$ cat config.mk
export PLATFORM = sky130hd
export DESIGN_NAME = dpll_trim_and_phase_buildout
export DESIGN_NICKNAME = d
export VERILOG_FILES = /design/src/verilog/trim_pkg.sv /design/src/verilog/dpll_trim_and_phase_buildout.sv /design/src/verilog/sync2.sv
export SDC_FILE = /design/constraint.sdc
export NUM_CORES = 1
export LEC_CHECK = 0
export BUFFER_PORTS_ARGS = -buffer_cell sky130_fd_sc_hd__buf_2
export CAP_MARGIN = 15
export CORE_AREA = 2 2 122 124
export DETAILED_ROUTE_END_ITERATION = 6
export DIE_AREA = 0 0 124 126
export HOLD_SLACK_MARGIN = 0.05
export PLACE_DENSITY = 0.75
export SLEW_MARGIN = 20
export SYNTH_ARGS = -nofsm -noshare
export SYNTH_HDL_FRONTEND = slang
export SYNTH_HIERARCHICAL = 1
export SYNTH_SLANG_ARGS = --single-unit
$ cat constraint.sdc
create_clock -name clk -period 4.9 [get_ports clk]
set_input_delay 0.49 -clock clk [delete_from_list [all_inputs] [get_ports clk]]
set_output_delay 0.49 -clock clk [all_outputs]
set_load 0.1 [all_outputs]
$ cat src/verilog/trim_pkg.sv
// Package of constants for the DPLL trim and hitless phase realign control
`default_nettype none
package trim_pkg;
    // ------------------------------------------------------------
    // Clock and timing
    // ------------------------------------------------------------
    localparam int unsigned CLK_HZ = 12_800_000;
    localparam int unsigned HOLD_US = 100;
    localparam int unsigned HOLD_CYCLES = (CLK_HZ / 1_000) * HOLD_US / 1_000;
    localparam int unsigned SETTLE_NS = 5;

    // ------------------------------------------------------------
    // Register map (byte-wide locations)
    // ------------------------------------------------------------
    localparam logic [7:0] ADDR_TRIM_LO = 8'h3C;
    localparam logic [7:0] ADDR_TRIM_HI = 8'h3D;
    localparam logic [7:0] ADDR_BW_CTRL = 8'h3B;
    localparam logic [7:0] ADDR_LOCK_BW = 8'h67;
    localparam logic [7:0] ADDR_PULL_BW = 8'h69;
    localparam logic [7:0] ADDR_REALIGN = 8'h48;
    localparam logic [7:0] ADDR_BIAS = 8'h72;
    localparam logic [7:0] ADDR_STATUS = 8'h09;

    // ------------------------------------------------------------
    // Reset values and fields
    // ------------------------------------------------------------
    localparam logic [15:0] TRIM_RESET = 16'h9999;
    localparam logic [3:0] BW_STEPS = 4'hA;
    localparam logic [3:0] LOCK_BW_RESET = 4'h2;
    localparam logic [3:0] PULL_BW_RESET = 4'h6;
    localparam logic [4:0] BIAS_MAX = 5'h0E;
    localparam logic [4:0] BIAS_MIN = 5'h12;
    localparam int unsigned AUTO_BW_BIT = 0;
    localparam int unsigned REALIGN_EN_BIT = 0;
    localparam int unsigned REALIGN_FRZ_BIT = 1;
    localparam int unsigned PHASE_W = 16;

    typedef enum logic [2:0] {
        ST_TRACK = 3'h1,
        ST_HOLD = 3'h2,
        ST_MEASURE = 3'h4
    } realign_state_t;
endpackage : trim_pkg
`default_nettype wire

$ cat src/verilog/dpll_trim_and_phase_buildout.sv
// DPLL trim word, loop bandwidth selection and hitless phase realign control
//
// How it works
// - Everything runs on the 12.800 MHz master clock.
// - Trim word built from two byte registers.
// - One trim step is 0.0196229 ppm.
// - Trim resets to 9999 hex, zero offset.
// - Full 0..65535 trim range is accepted.
// - Loop filter corner is programmable low-pass.
// - Ten bandwidth settings, 0.1 Hz to 70 Hz.
// - Pull-in and tracking bandwidth switch automatically.
// - Reference loss selects next source, raises event.
// - Event enters temporary holdover before relock.
// - Holdover measures phase, inserts compensating offset.
// - Output phase step after event under 5 ns.
// - Realign enabled, disabled or frozen; enabled at reset.
// - Frozen keeps offset, ignores further events.
// - Auto mode: pull-in while unlocked, else tracking.
// - Enabling realign while locked raises an event.
// - Bias added in 0.101 ns steps, within 1.4 ns.
`timescale 1ns/100ps
`default_nettype none
module dpll_trim_and_phase_buildout #(
    parameter int unsigned HOLD_COUNT = trim_pkg::HOLD_CYCLES,
    parameter int unsigned REF_COUNT = 4
) (
    input wire logic clk,
    input wire logic rst_n,
    input wire logic reg_we,
    input wire logic reg_re,
    input wire logic [7:0] reg_addr,
    input wire logic [7:0] reg_wdata,
    input wire logic [REF_COUNT-1:0] ref_ok,
    input wire logic dpll_locked,
    input wire logic signed [trim_pkg::PHASE_W-1:0] phase_error,
    output logic [7:0] reg_rdata,
    output logic [15:0] crystal_trim_word,
    output logic [3:0] loop_bandwidth,
    output logic [1:0] selected_ref,
    output logic holdover_active,
    output logic signed [trim_pkg::PHASE_W-1:0] phase_offset,
    output logic realign_event
);
    // ------------------------------------------------------------
    // Reset release and pin synchronisers
    // ------------------------------------------------------------
    logic rst_meta;
    logic rst_sync_n;
    logic [REF_COUNT-1:0] ref_ok_s;
    logic locked_s;

    // Async assert, synchronous release
    always_ff @(posedge clk or negedge rst_n) begin
        if (!rst_n) begin
            rst_meta <= 1'b0;
            rst_sync_n <= 1'b0;
        end else begin
            rst_meta <= 1'b1;
            rst_sync_n <= rst_meta;
        end
    end

    // Reference health arrives from the monitors asynchronously
    // A source that fails for a single cycle still triggers a switch here;
    // debouncing belongs to the activity monitors upstream
    genvar gi;
    generate
        for (gi = 0; gi < REF_COUNT; gi++) begin : g_ref_sync
            sync2 u_sync (
                .clk(clk),
                .rst_n(rst_sync_n),
                .d(ref_ok[gi]),
                .q(ref_ok_s[gi])
            );
        end
    endgenerate

    sync2 u_lock_sync (
        .clk(clk),
        .rst_n(rst_sync_n),
        .d(dpll_locked),
        .q(locked_s)
    );

    // ------------------------------------------------------------
    // State
    // ------------------------------------------------------------
    // One packed state word: next_s is built whole, then registered
    typedef struct packed {
        logic [15:0] trim;
        logic [7:0] trim_lo_pend;
        logic lo_written;
        logic auto_bw;
        logic [3:0] lock_bw;
        logic [3:0] pull_bw;
        logic realign_en;
        logic realign_frz;
        logic [4:0] bias;
        logic [1:0] sel;
        trim_pkg::realign_state_t st;
        logic [31:0] hold_cnt;
        logic signed [trim_pkg::PHASE_W-1:0] offset;
        logic [7:0] rdata;
        logic [3:0] bw_out;
        logic hold_out;
        logic event_out;
    } state_t;

    state_t s;
    state_t next_s;
    logic [1:0] next_ref;
    logic sel_lost;
    logic trigger;
    logic signed [trim_pkg::PHASE_W-1:0] bias_ext;
    logic [7:0] status_byte;

    // Lowest index healthy reference is the highest priority
    // Ties go to the lower index; the current source is never re-picked
    always_comb begin
        next_ref = s.sel;
        for (int i = REF_COUNT - 1; i >= 0; i--) begin
            if (ref_ok_s[i] && (2'(i) != s.sel)) begin
                next_ref = 2'(i);
            end
        end
    end

    // Loss of the selected source, and the bias widened with its sign
    assign sel_lost = !ref_ok_s[s.sel];
    assign bias_ext = {{(trim_pkg::PHASE_W-5){s.bias[4]}}, s.bias};

    // Status byte: lock, realign busy, source
    assign status_byte = {3'h0, locked_s, (s.st != trim_pkg::ST_TRACK), 1'b0, s.sel};

    // ------------------------------------------------------------
    // Next-state logic
    // ------------------------------------------------------------
    always_comb begin
        next_s = s;
        next_s.event_out = 1'b0;
        trigger = 1'b0;

        // Register writes; one byte per strobe, taking effect on the next edge
        // Out-of-range values are dropped or clamped rather than stored, so a
        // read-back always shows what the loop actually uses
        if (reg_we) begin
            case (reg_addr)
                trim_pkg::ADDR_TRIM_LO: begin
                    next_s.trim_lo_pend = reg_wdata;
                    next_s.lo_written = 1'b1;
                end
                trim_pkg::ADDR_TRIM_HI: begin
                    // Whole word lands at once to avoid a mixed value
                    // A lone high write is dropped, so a stale low byte never leaks in
                    if (s.lo_written) begin
                        next_s.trim = {reg_wdata, s.trim_lo_pend};
                        next_s.lo_written = 1'b0;
                    end
                end
                trim_pkg::ADDR_BW_CTRL: next_s.auto_bw = reg_wdata[trim_pkg::AUTO_BW_BIT];
                trim_pkg::ADDR_LOCK_BW: begin
                    // Out-of-range settings are dropped
                    if (reg_wdata[3:0] < trim_pkg::BW_STEPS) begin
                        next_s.lock_bw = reg_wdata[3:0];
                    end
                end
                trim_pkg::ADDR_PULL_BW: begin
                    if (reg_wdata[3:0] < trim_pkg::BW_STEPS) begin
                        next_s.pull_bw = reg_wdata[3:0];
                    end
                end
                trim_pkg::ADDR_REALIGN: begin
                    next_s.realign_en = reg_wdata[trim_pkg::REALIGN_EN_BIT];
                    next_s.realign_frz = reg_wdata[trim_pkg::REALIGN_FRZ_BIT];
                    // Turning realign on while locked realigns now
                    if (!s.realign_en && reg_wdata[trim_pkg::REALIGN_EN_BIT] && locked_s
                        && !reg_wdata[trim_pkg::REALIGN_FRZ_BIT]) begin
                        trigger = 1'b1;
                    end
                    // Disabling drops any inserted offset
                    if (!reg_wdata[trim_pkg::REALIGN_EN_BIT]) begin
                        next_s.offset = '0;
                    end
                end
                trim_pkg::ADDR_BIAS: begin
                    // Clamp to +/-14 steps of 0.101 ns
                    if (!reg_wdata[4] && (reg_wdata[4:0] > trim_pkg::BIAS_MAX)) begin
                        next_s.bias = trim_pkg::BIAS_MAX;
                    end else if (reg_wdata[4] && (reg_wdata[4:0] < trim_pkg::BIAS_MIN)) begin
                        next_s.bias = trim_pkg::BIAS_MIN;
                    end else begin
                        next_s.bias = reg_wdata[4:0];
                    end
                end
                default: ;
            endcase
        end

        // Reference loss picks the next source
        // Losses during holdover move the source and raise the event; the sequencer ignores them
        if (sel_lost && (next_ref != s.sel)) begin
            next_s.sel = next_ref;
            next_s.event_out = 1'b1;
            trigger = 1'b1;
        end

        // Realign sequencer
        case (s.st)
            trim_pkg::ST_TRACK: begin
                // Frozen or disabled ignores events
                if (trigger && next_s.realign_en && !next_s.realign_frz) begin
                    next_s.st = trim_pkg::ST_HOLD;
                    next_s.hold_cnt = '0;
                    next_s.event_out = 1'b1;
                end
            end
            trim_pkg::ST_HOLD: begin
                // Temporary holdover lets the new input settle
                // The loop free-runs on its last frequency meanwhile; the count
                // must cover the phase detector's settling, or the reading is
                // taken from a half-settled input
                if (s.hold_cnt >= HOLD_COUNT - 1) begin
                    next_s.st = trim_pkg::ST_MEASURE;
                end else begin
                    next_s.hold_cnt = s.hold_cnt + 32'h1;
                end
            end
            trim_pkg::ST_MEASURE: begin
                // Cancel measured phase so the output does not step
                // A freeze written during holdover keeps the offset; a disable has already zeroed it
                if (next_s.realign_en && !next_s.realign_frz) begin
                    next_s.offset = (trim_pkg::PHASE_W)'(s.offset + phase_error + bias_ext);
                end
                next_s.st = trim_pkg::ST_TRACK;
            end
            default: next_s.st = trim_pkg::ST_TRACK;
        endcase

        // Holdover flag registered so the pin comes straight from a flop
        next_s.hold_out = (next_s.st != trim_pkg::ST_TRACK);

        // Bandwidth choice follows lock state
        // Lock comes from the loop itself, so the change needs no software
        if (s.auto_bw && !locked_s) begin
            next_s.bw_out = s.pull_bw;
        end else begin
            next_s.bw_out = s.lock_bw;
        end

        // Read data
        // Reads have no side effects and return zero outside a strobe
        next_s.rdata = 8'h00;
        if (reg_re) begin
            case (reg_addr)
                trim_pkg::ADDR_TRIM_LO: next_s.rdata = s.trim[7:0];
                trim_pkg::ADDR_TRIM_HI: next_s.rdata = s.trim[15:8];
                trim_pkg::ADDR_BW_CTRL: next_s.rdata = {7'h00, s.auto_bw};
                trim_pkg::ADDR_LOCK_BW: next_s.rdata = {4'h0, s.lock_bw};
                trim_pkg::ADDR_PULL_BW: next_s.rdata = {4'h0, s.pull_bw};
                trim_pkg::ADDR_REALIGN: next_s.rdata = {6'h00, s.realign_frz, s.realign_en};
                trim_pkg::ADDR_BIAS: next_s.rdata = {3'h0, s.bias};
                trim_pkg::ADDR_STATUS: next_s.rdata = status_byte;
                default: next_s.rdata = 8'h00;
            endcase
        end
    end

    // ------------------------------------------------------------
    // State register
    // ------------------------------------------------------------
    // Reset values: trim at zero offset, realign enabled, tracking state
    // The reset copy is released two edges after the pin, so every flop
    // leaves reset on the same edge
    // Single master clock domain
    always_ff @(posedge clk or negedge rst_sync_n) begin
        if (!rst_sync_n) begin
            s <= '0;
            s.trim <= trim_pkg::TRIM_RESET;
            s.lock_bw <= trim_pkg::LOCK_BW_RESET;
            s.pull_bw <= trim_pkg::PULL_BW_RESET;
            s.bw_out <= trim_pkg::LOCK_BW_RESET;
            s.realign_en <= 1'b1;
            s.st <= trim_pkg::ST_TRACK;
        end else begin
            s <= next_s;
        end
    end

    // ------------------------------------------------------------
    // Outputs, all straight from the state register
    // ------------------------------------------------------------
    // Flopped outputs keep pin timing independent of the decode logic
    assign reg_rdata = s.rdata;
    assign crystal_trim_word = s.trim;
    assign loop_bandwidth = s.bw_out;
    assign selected_ref = s.sel;
    assign holdover_active = s.hold_out;
    assign phase_offset = s.offset;
    assign realign_event = s.event_out;
endmodule : dpll_trim_and_phase_buildout
`default_nettype wire

$ cat src/verilog/sync2.sv
// Two-flop synchroniser for a single level
`timescale 1ns/100ps
`default_nettype none
module sync2 (
    input wire logic clk,
    input wire logic rst_n,
    input wire logic d,
    output logic q
);
    // ------------------------------------------------------------
    // Stages
    // ------------------------------------------------------------
    logic meta;

    // First stage is read only by the second
    always_ff @(posedge clk or negedge rst_n) begin
        if (!rst_n) begin
            meta <= 1'b0;
            q <= 1'b0;
        end else begin
            meta <= d;
            q <= meta;
        end
    end
endmodule : sync2
`default_nettype wire

==> summary.md <==
| Metric | Value |
|---|---|
| Seq/Total Area, Yosys | 0.479 |
| Die Height | between 100 and 150 um |
| Total chip power | 2.67 mW |
| Leak | 3.50 nW |
| Total grt overflow | 0 |
| Slew Limit Fails | 0 |
| YS warnings | 6 |
| Number of global-route vias before repair | 4541 |
| H-tree depth | 4 |
| Crit path largest cell delay | 0.77 ns |
| Critical Setup Path Class | reg2reg |
| CTS root buf | clkbuf_16 |
| Clock slew at reported path FFs | 0.06 ns |
| PwrDens | 367 mW/mm^2 |
| Most numerous cell in the Yosys netlist | dfrtp_1 |
| Fraction of registers with async set/reset | 1.00 |
| Starting Density | 0.440 |
| Antenna-violating nets left | 0 |
| DR iter-0 viols | between 200 and 300 |
| Area delta synth->final | 15.2% |
| Number of max-cap violations | 0 |
| Fin crit period | roughly 3.4 ns |
| Syn Nets | 630 |
| Final wirelength | 13200 um |
| CTS tree | done |
| Peak VDD IR | 197 uV |
| Clk Latency, worst-skew pair | roughly 0.42 ns |
| Post-DP HPWL | 9350 um |
| Top cell type's share of synthesized area | 0.421 |
| PortBufs | 88 |
| Hold WC Path Type | in2reg |
| Flop and latch count out of synthesis | 120 |
| I/O pin count | 89 |
| Worst Max-Slew Pin Slew | 1.03 ns |
| List of most frequent post-synthesis cells | 106 x dfrtp_1, 46 x buf_4, 46 x mux2_2 |
| Die area | 0.0156 mm^2 |
| RSZ-0062 raised after global routing | no |
| Post-synth EDFFs | 0 |
| Biggest area consumer among synthesized cells | dfrtp_1 |
| Mean Syn Cell Area | 11.3 um^2 |
| Share of cells above drive strength 1 | 0.318 |
| Die Wd | approximately 120 um |
| DRC viols | 0 |
| Outcome | complete, no violations |
| 1st-pass router iterations | 6 |
| Skew final | 0.00728 ns |
| Most used cell, CP | o21ai_0 |
| Avg Vias per Cell | 5.43 |
| Hold Vio Cnt, Final | 0 |
| WP data arrival | 3.70 ns |
| Most used DFF post-synth | dfrtp_1 |
| Num CTS Buffers | 17 |
| Final Instance Count excl. Fillers | 805 |
| Slowest cell on crit path | dfrtp_1 |
| NumNets Final | 678 |
| Final setup vio count | 0 |
| Routed via count | 4370 |
| Worst EP required | 5.23 ns |
| Clock Tree Buf Depth | 2 |
| # rows | 44 |
| Synth area leaders | dfrtp_1 42%, mux2_2 8.2%, dfstp_2 5.8%, buf_4 5.5%, fa_1 5.1% |
| Mapped Cells | ~560 |
| Gr usage total | 0.183 |
| Clock sink total | 120 |
| Post-CTS sizing | 0 |
| Largest net degree at the start of global routing | 87 |
| Dpl cells | approximately 770 |
| Number of antenna violations at the first check in global routing | 2 |
| GP Congestion | 0.871 |
| Crit path launch type | flip-flop |
| Crit path max fanout | 14 |
| Final worst slack | 1.53 ns |
| Cell area after synthesis | 0.00630 mm^2 |
| Post-synthesis cell type count | 61 |
| CORE AREA | 0.0143 mm^2 |
| First-pass GRT wire length | 22200 um |
| Crit end category | flip-flop |
| Worst rel slew slack | 0.314 |
| Fin Setup TNS | 0 ns |
| Cell Chain, Critical Path | fa_1 > ha_1 > a2111oi_0 > o21ai_0 > a221oi_1 > o211ai_1 > xnor2_1 > o21ai_0 |
| F_max | 0.297 GHz |
| Pre-CTS WS | 1.57 ns |
| Wire length per cell | 16.4 um |
| Final worst-path cycle share | 0.688 |
==> flip-flops by register name, indices dropped and copies added, names as in the netlist, 2 cells and up <==
signal and count:
selected_ref 2, loop_bandwidth 4, g_ref_sync.u_sync/meta 4, g_ref_sync.u_sync/q 4, phase_offset 16, reg_rdata 8, crystal_trim_word 16, s 55
bias_ext 5
==> power by group <==
group          switching (mW)  leakage (nW)  internal, mW
clock                   0.465         0.299         0.857
combinational           0.163          1.62         0.101
sequential             0.0457          1.58          1.03
==> stage by stage <==
step	area [um^2]	hold WS, ns	utilization
final	7260	0.176	0.507
after global routing	7250	0.168	0.507
after CTS	7230	0.163	0.505
after detailed placement	6590	0.277	0.460
after global placement	6590	0.276	0.460
after floorplan	6300	0.194	-
==> metal layers <==
layer  track usage  up-vias  share of wire
met5             0        -              0
met2         0.283      117           0.49
li1              -     2029              -
met3        0.0512       24          0.053
met4        0.0866        0          0.020
met1         0.237     2200           0.44
==> kinds of logic (layout without fill, tap and decap cells) <==
group                    count (synthesis)  after routing  synth area share
AO/OA/AOI/OAI                           92             92             0.101
XOR/XNOR                                22             22            0.0306
adder cells (fa/ha/maj)                 31             31            0.0806
buffers and inverters                   82            143            0.0768
flip-flops                             120            120             0.479
multiplexers                            49             49            0.0897
other                                    1              3          0.000595
AND/OR/NAND/NOR                        161            161             0.141
==> final timing paths <==
path                                   from                   endpoint  slack (ns)  cells past startpoint
worst max-delay path            bias_ext[4]           phase_offset[12]        1.53                      8
worst min-delay path              ref_ok[2]  g_ref_sync[2].u_sync/meta        0.18                      1
worst max register to register  bias_ext[4]           phase_offset[12]        1.53                      8
worst min register to register   rst_sync_n            selected_ref[0]        0.30                      0
max in group asynchronous        rst_sync_n                      s[75]        3.46                      2
min in group asynchronous        rst_sync_n            selected_ref[0]        0.30                      0
==> placed cells by master (no fill, tap or decap), types with 10 or more instances in the layout <==
cell type  netlist  final
clkbuf_16        0     17
dfstp_2         14     14
inv_1           17     17
a21oi_1         14     14
nand2_1         26     26
nor2_1          31     31
mux2_2          46     46
xnor2_1         10     10
and2_1          26     26
ha_1            15     15
fa_1            16     16
buf_2            3     88
dfrtp_1        106    105
nand3_1         23     23
o21ai_0         26     26
xor2_1          12     12
==> what timing repair did <==
item | 4_1_cts | 5_1_grt
endpoints found under the setup margin | 0 | 0
buffers inserted | 0 | 0
endpoints found under the hold margin | 2 | 0
hold buffers | 1 | 0
==> layout make-up <==
cell class	instances	area [um^2]
clock inverter	13	193
multi-input combinational	356	2800
inverter	17	63.8
antenna	2	5.00
fill	1231	7060
sequential	120	3020
tap	184	230
timing repair buffer	94	508
clock buffer	19	433
==> worst max-delay path: cells and delay by family, from the launching register on <==
kind	cells	cell delay, ns
xor+xnor	1	0.16
compound gates	5	1.44
flops	1	0.77
fa+ha+maj	2	0.90
Note: power is estimated with default switching activity, not from simulation.
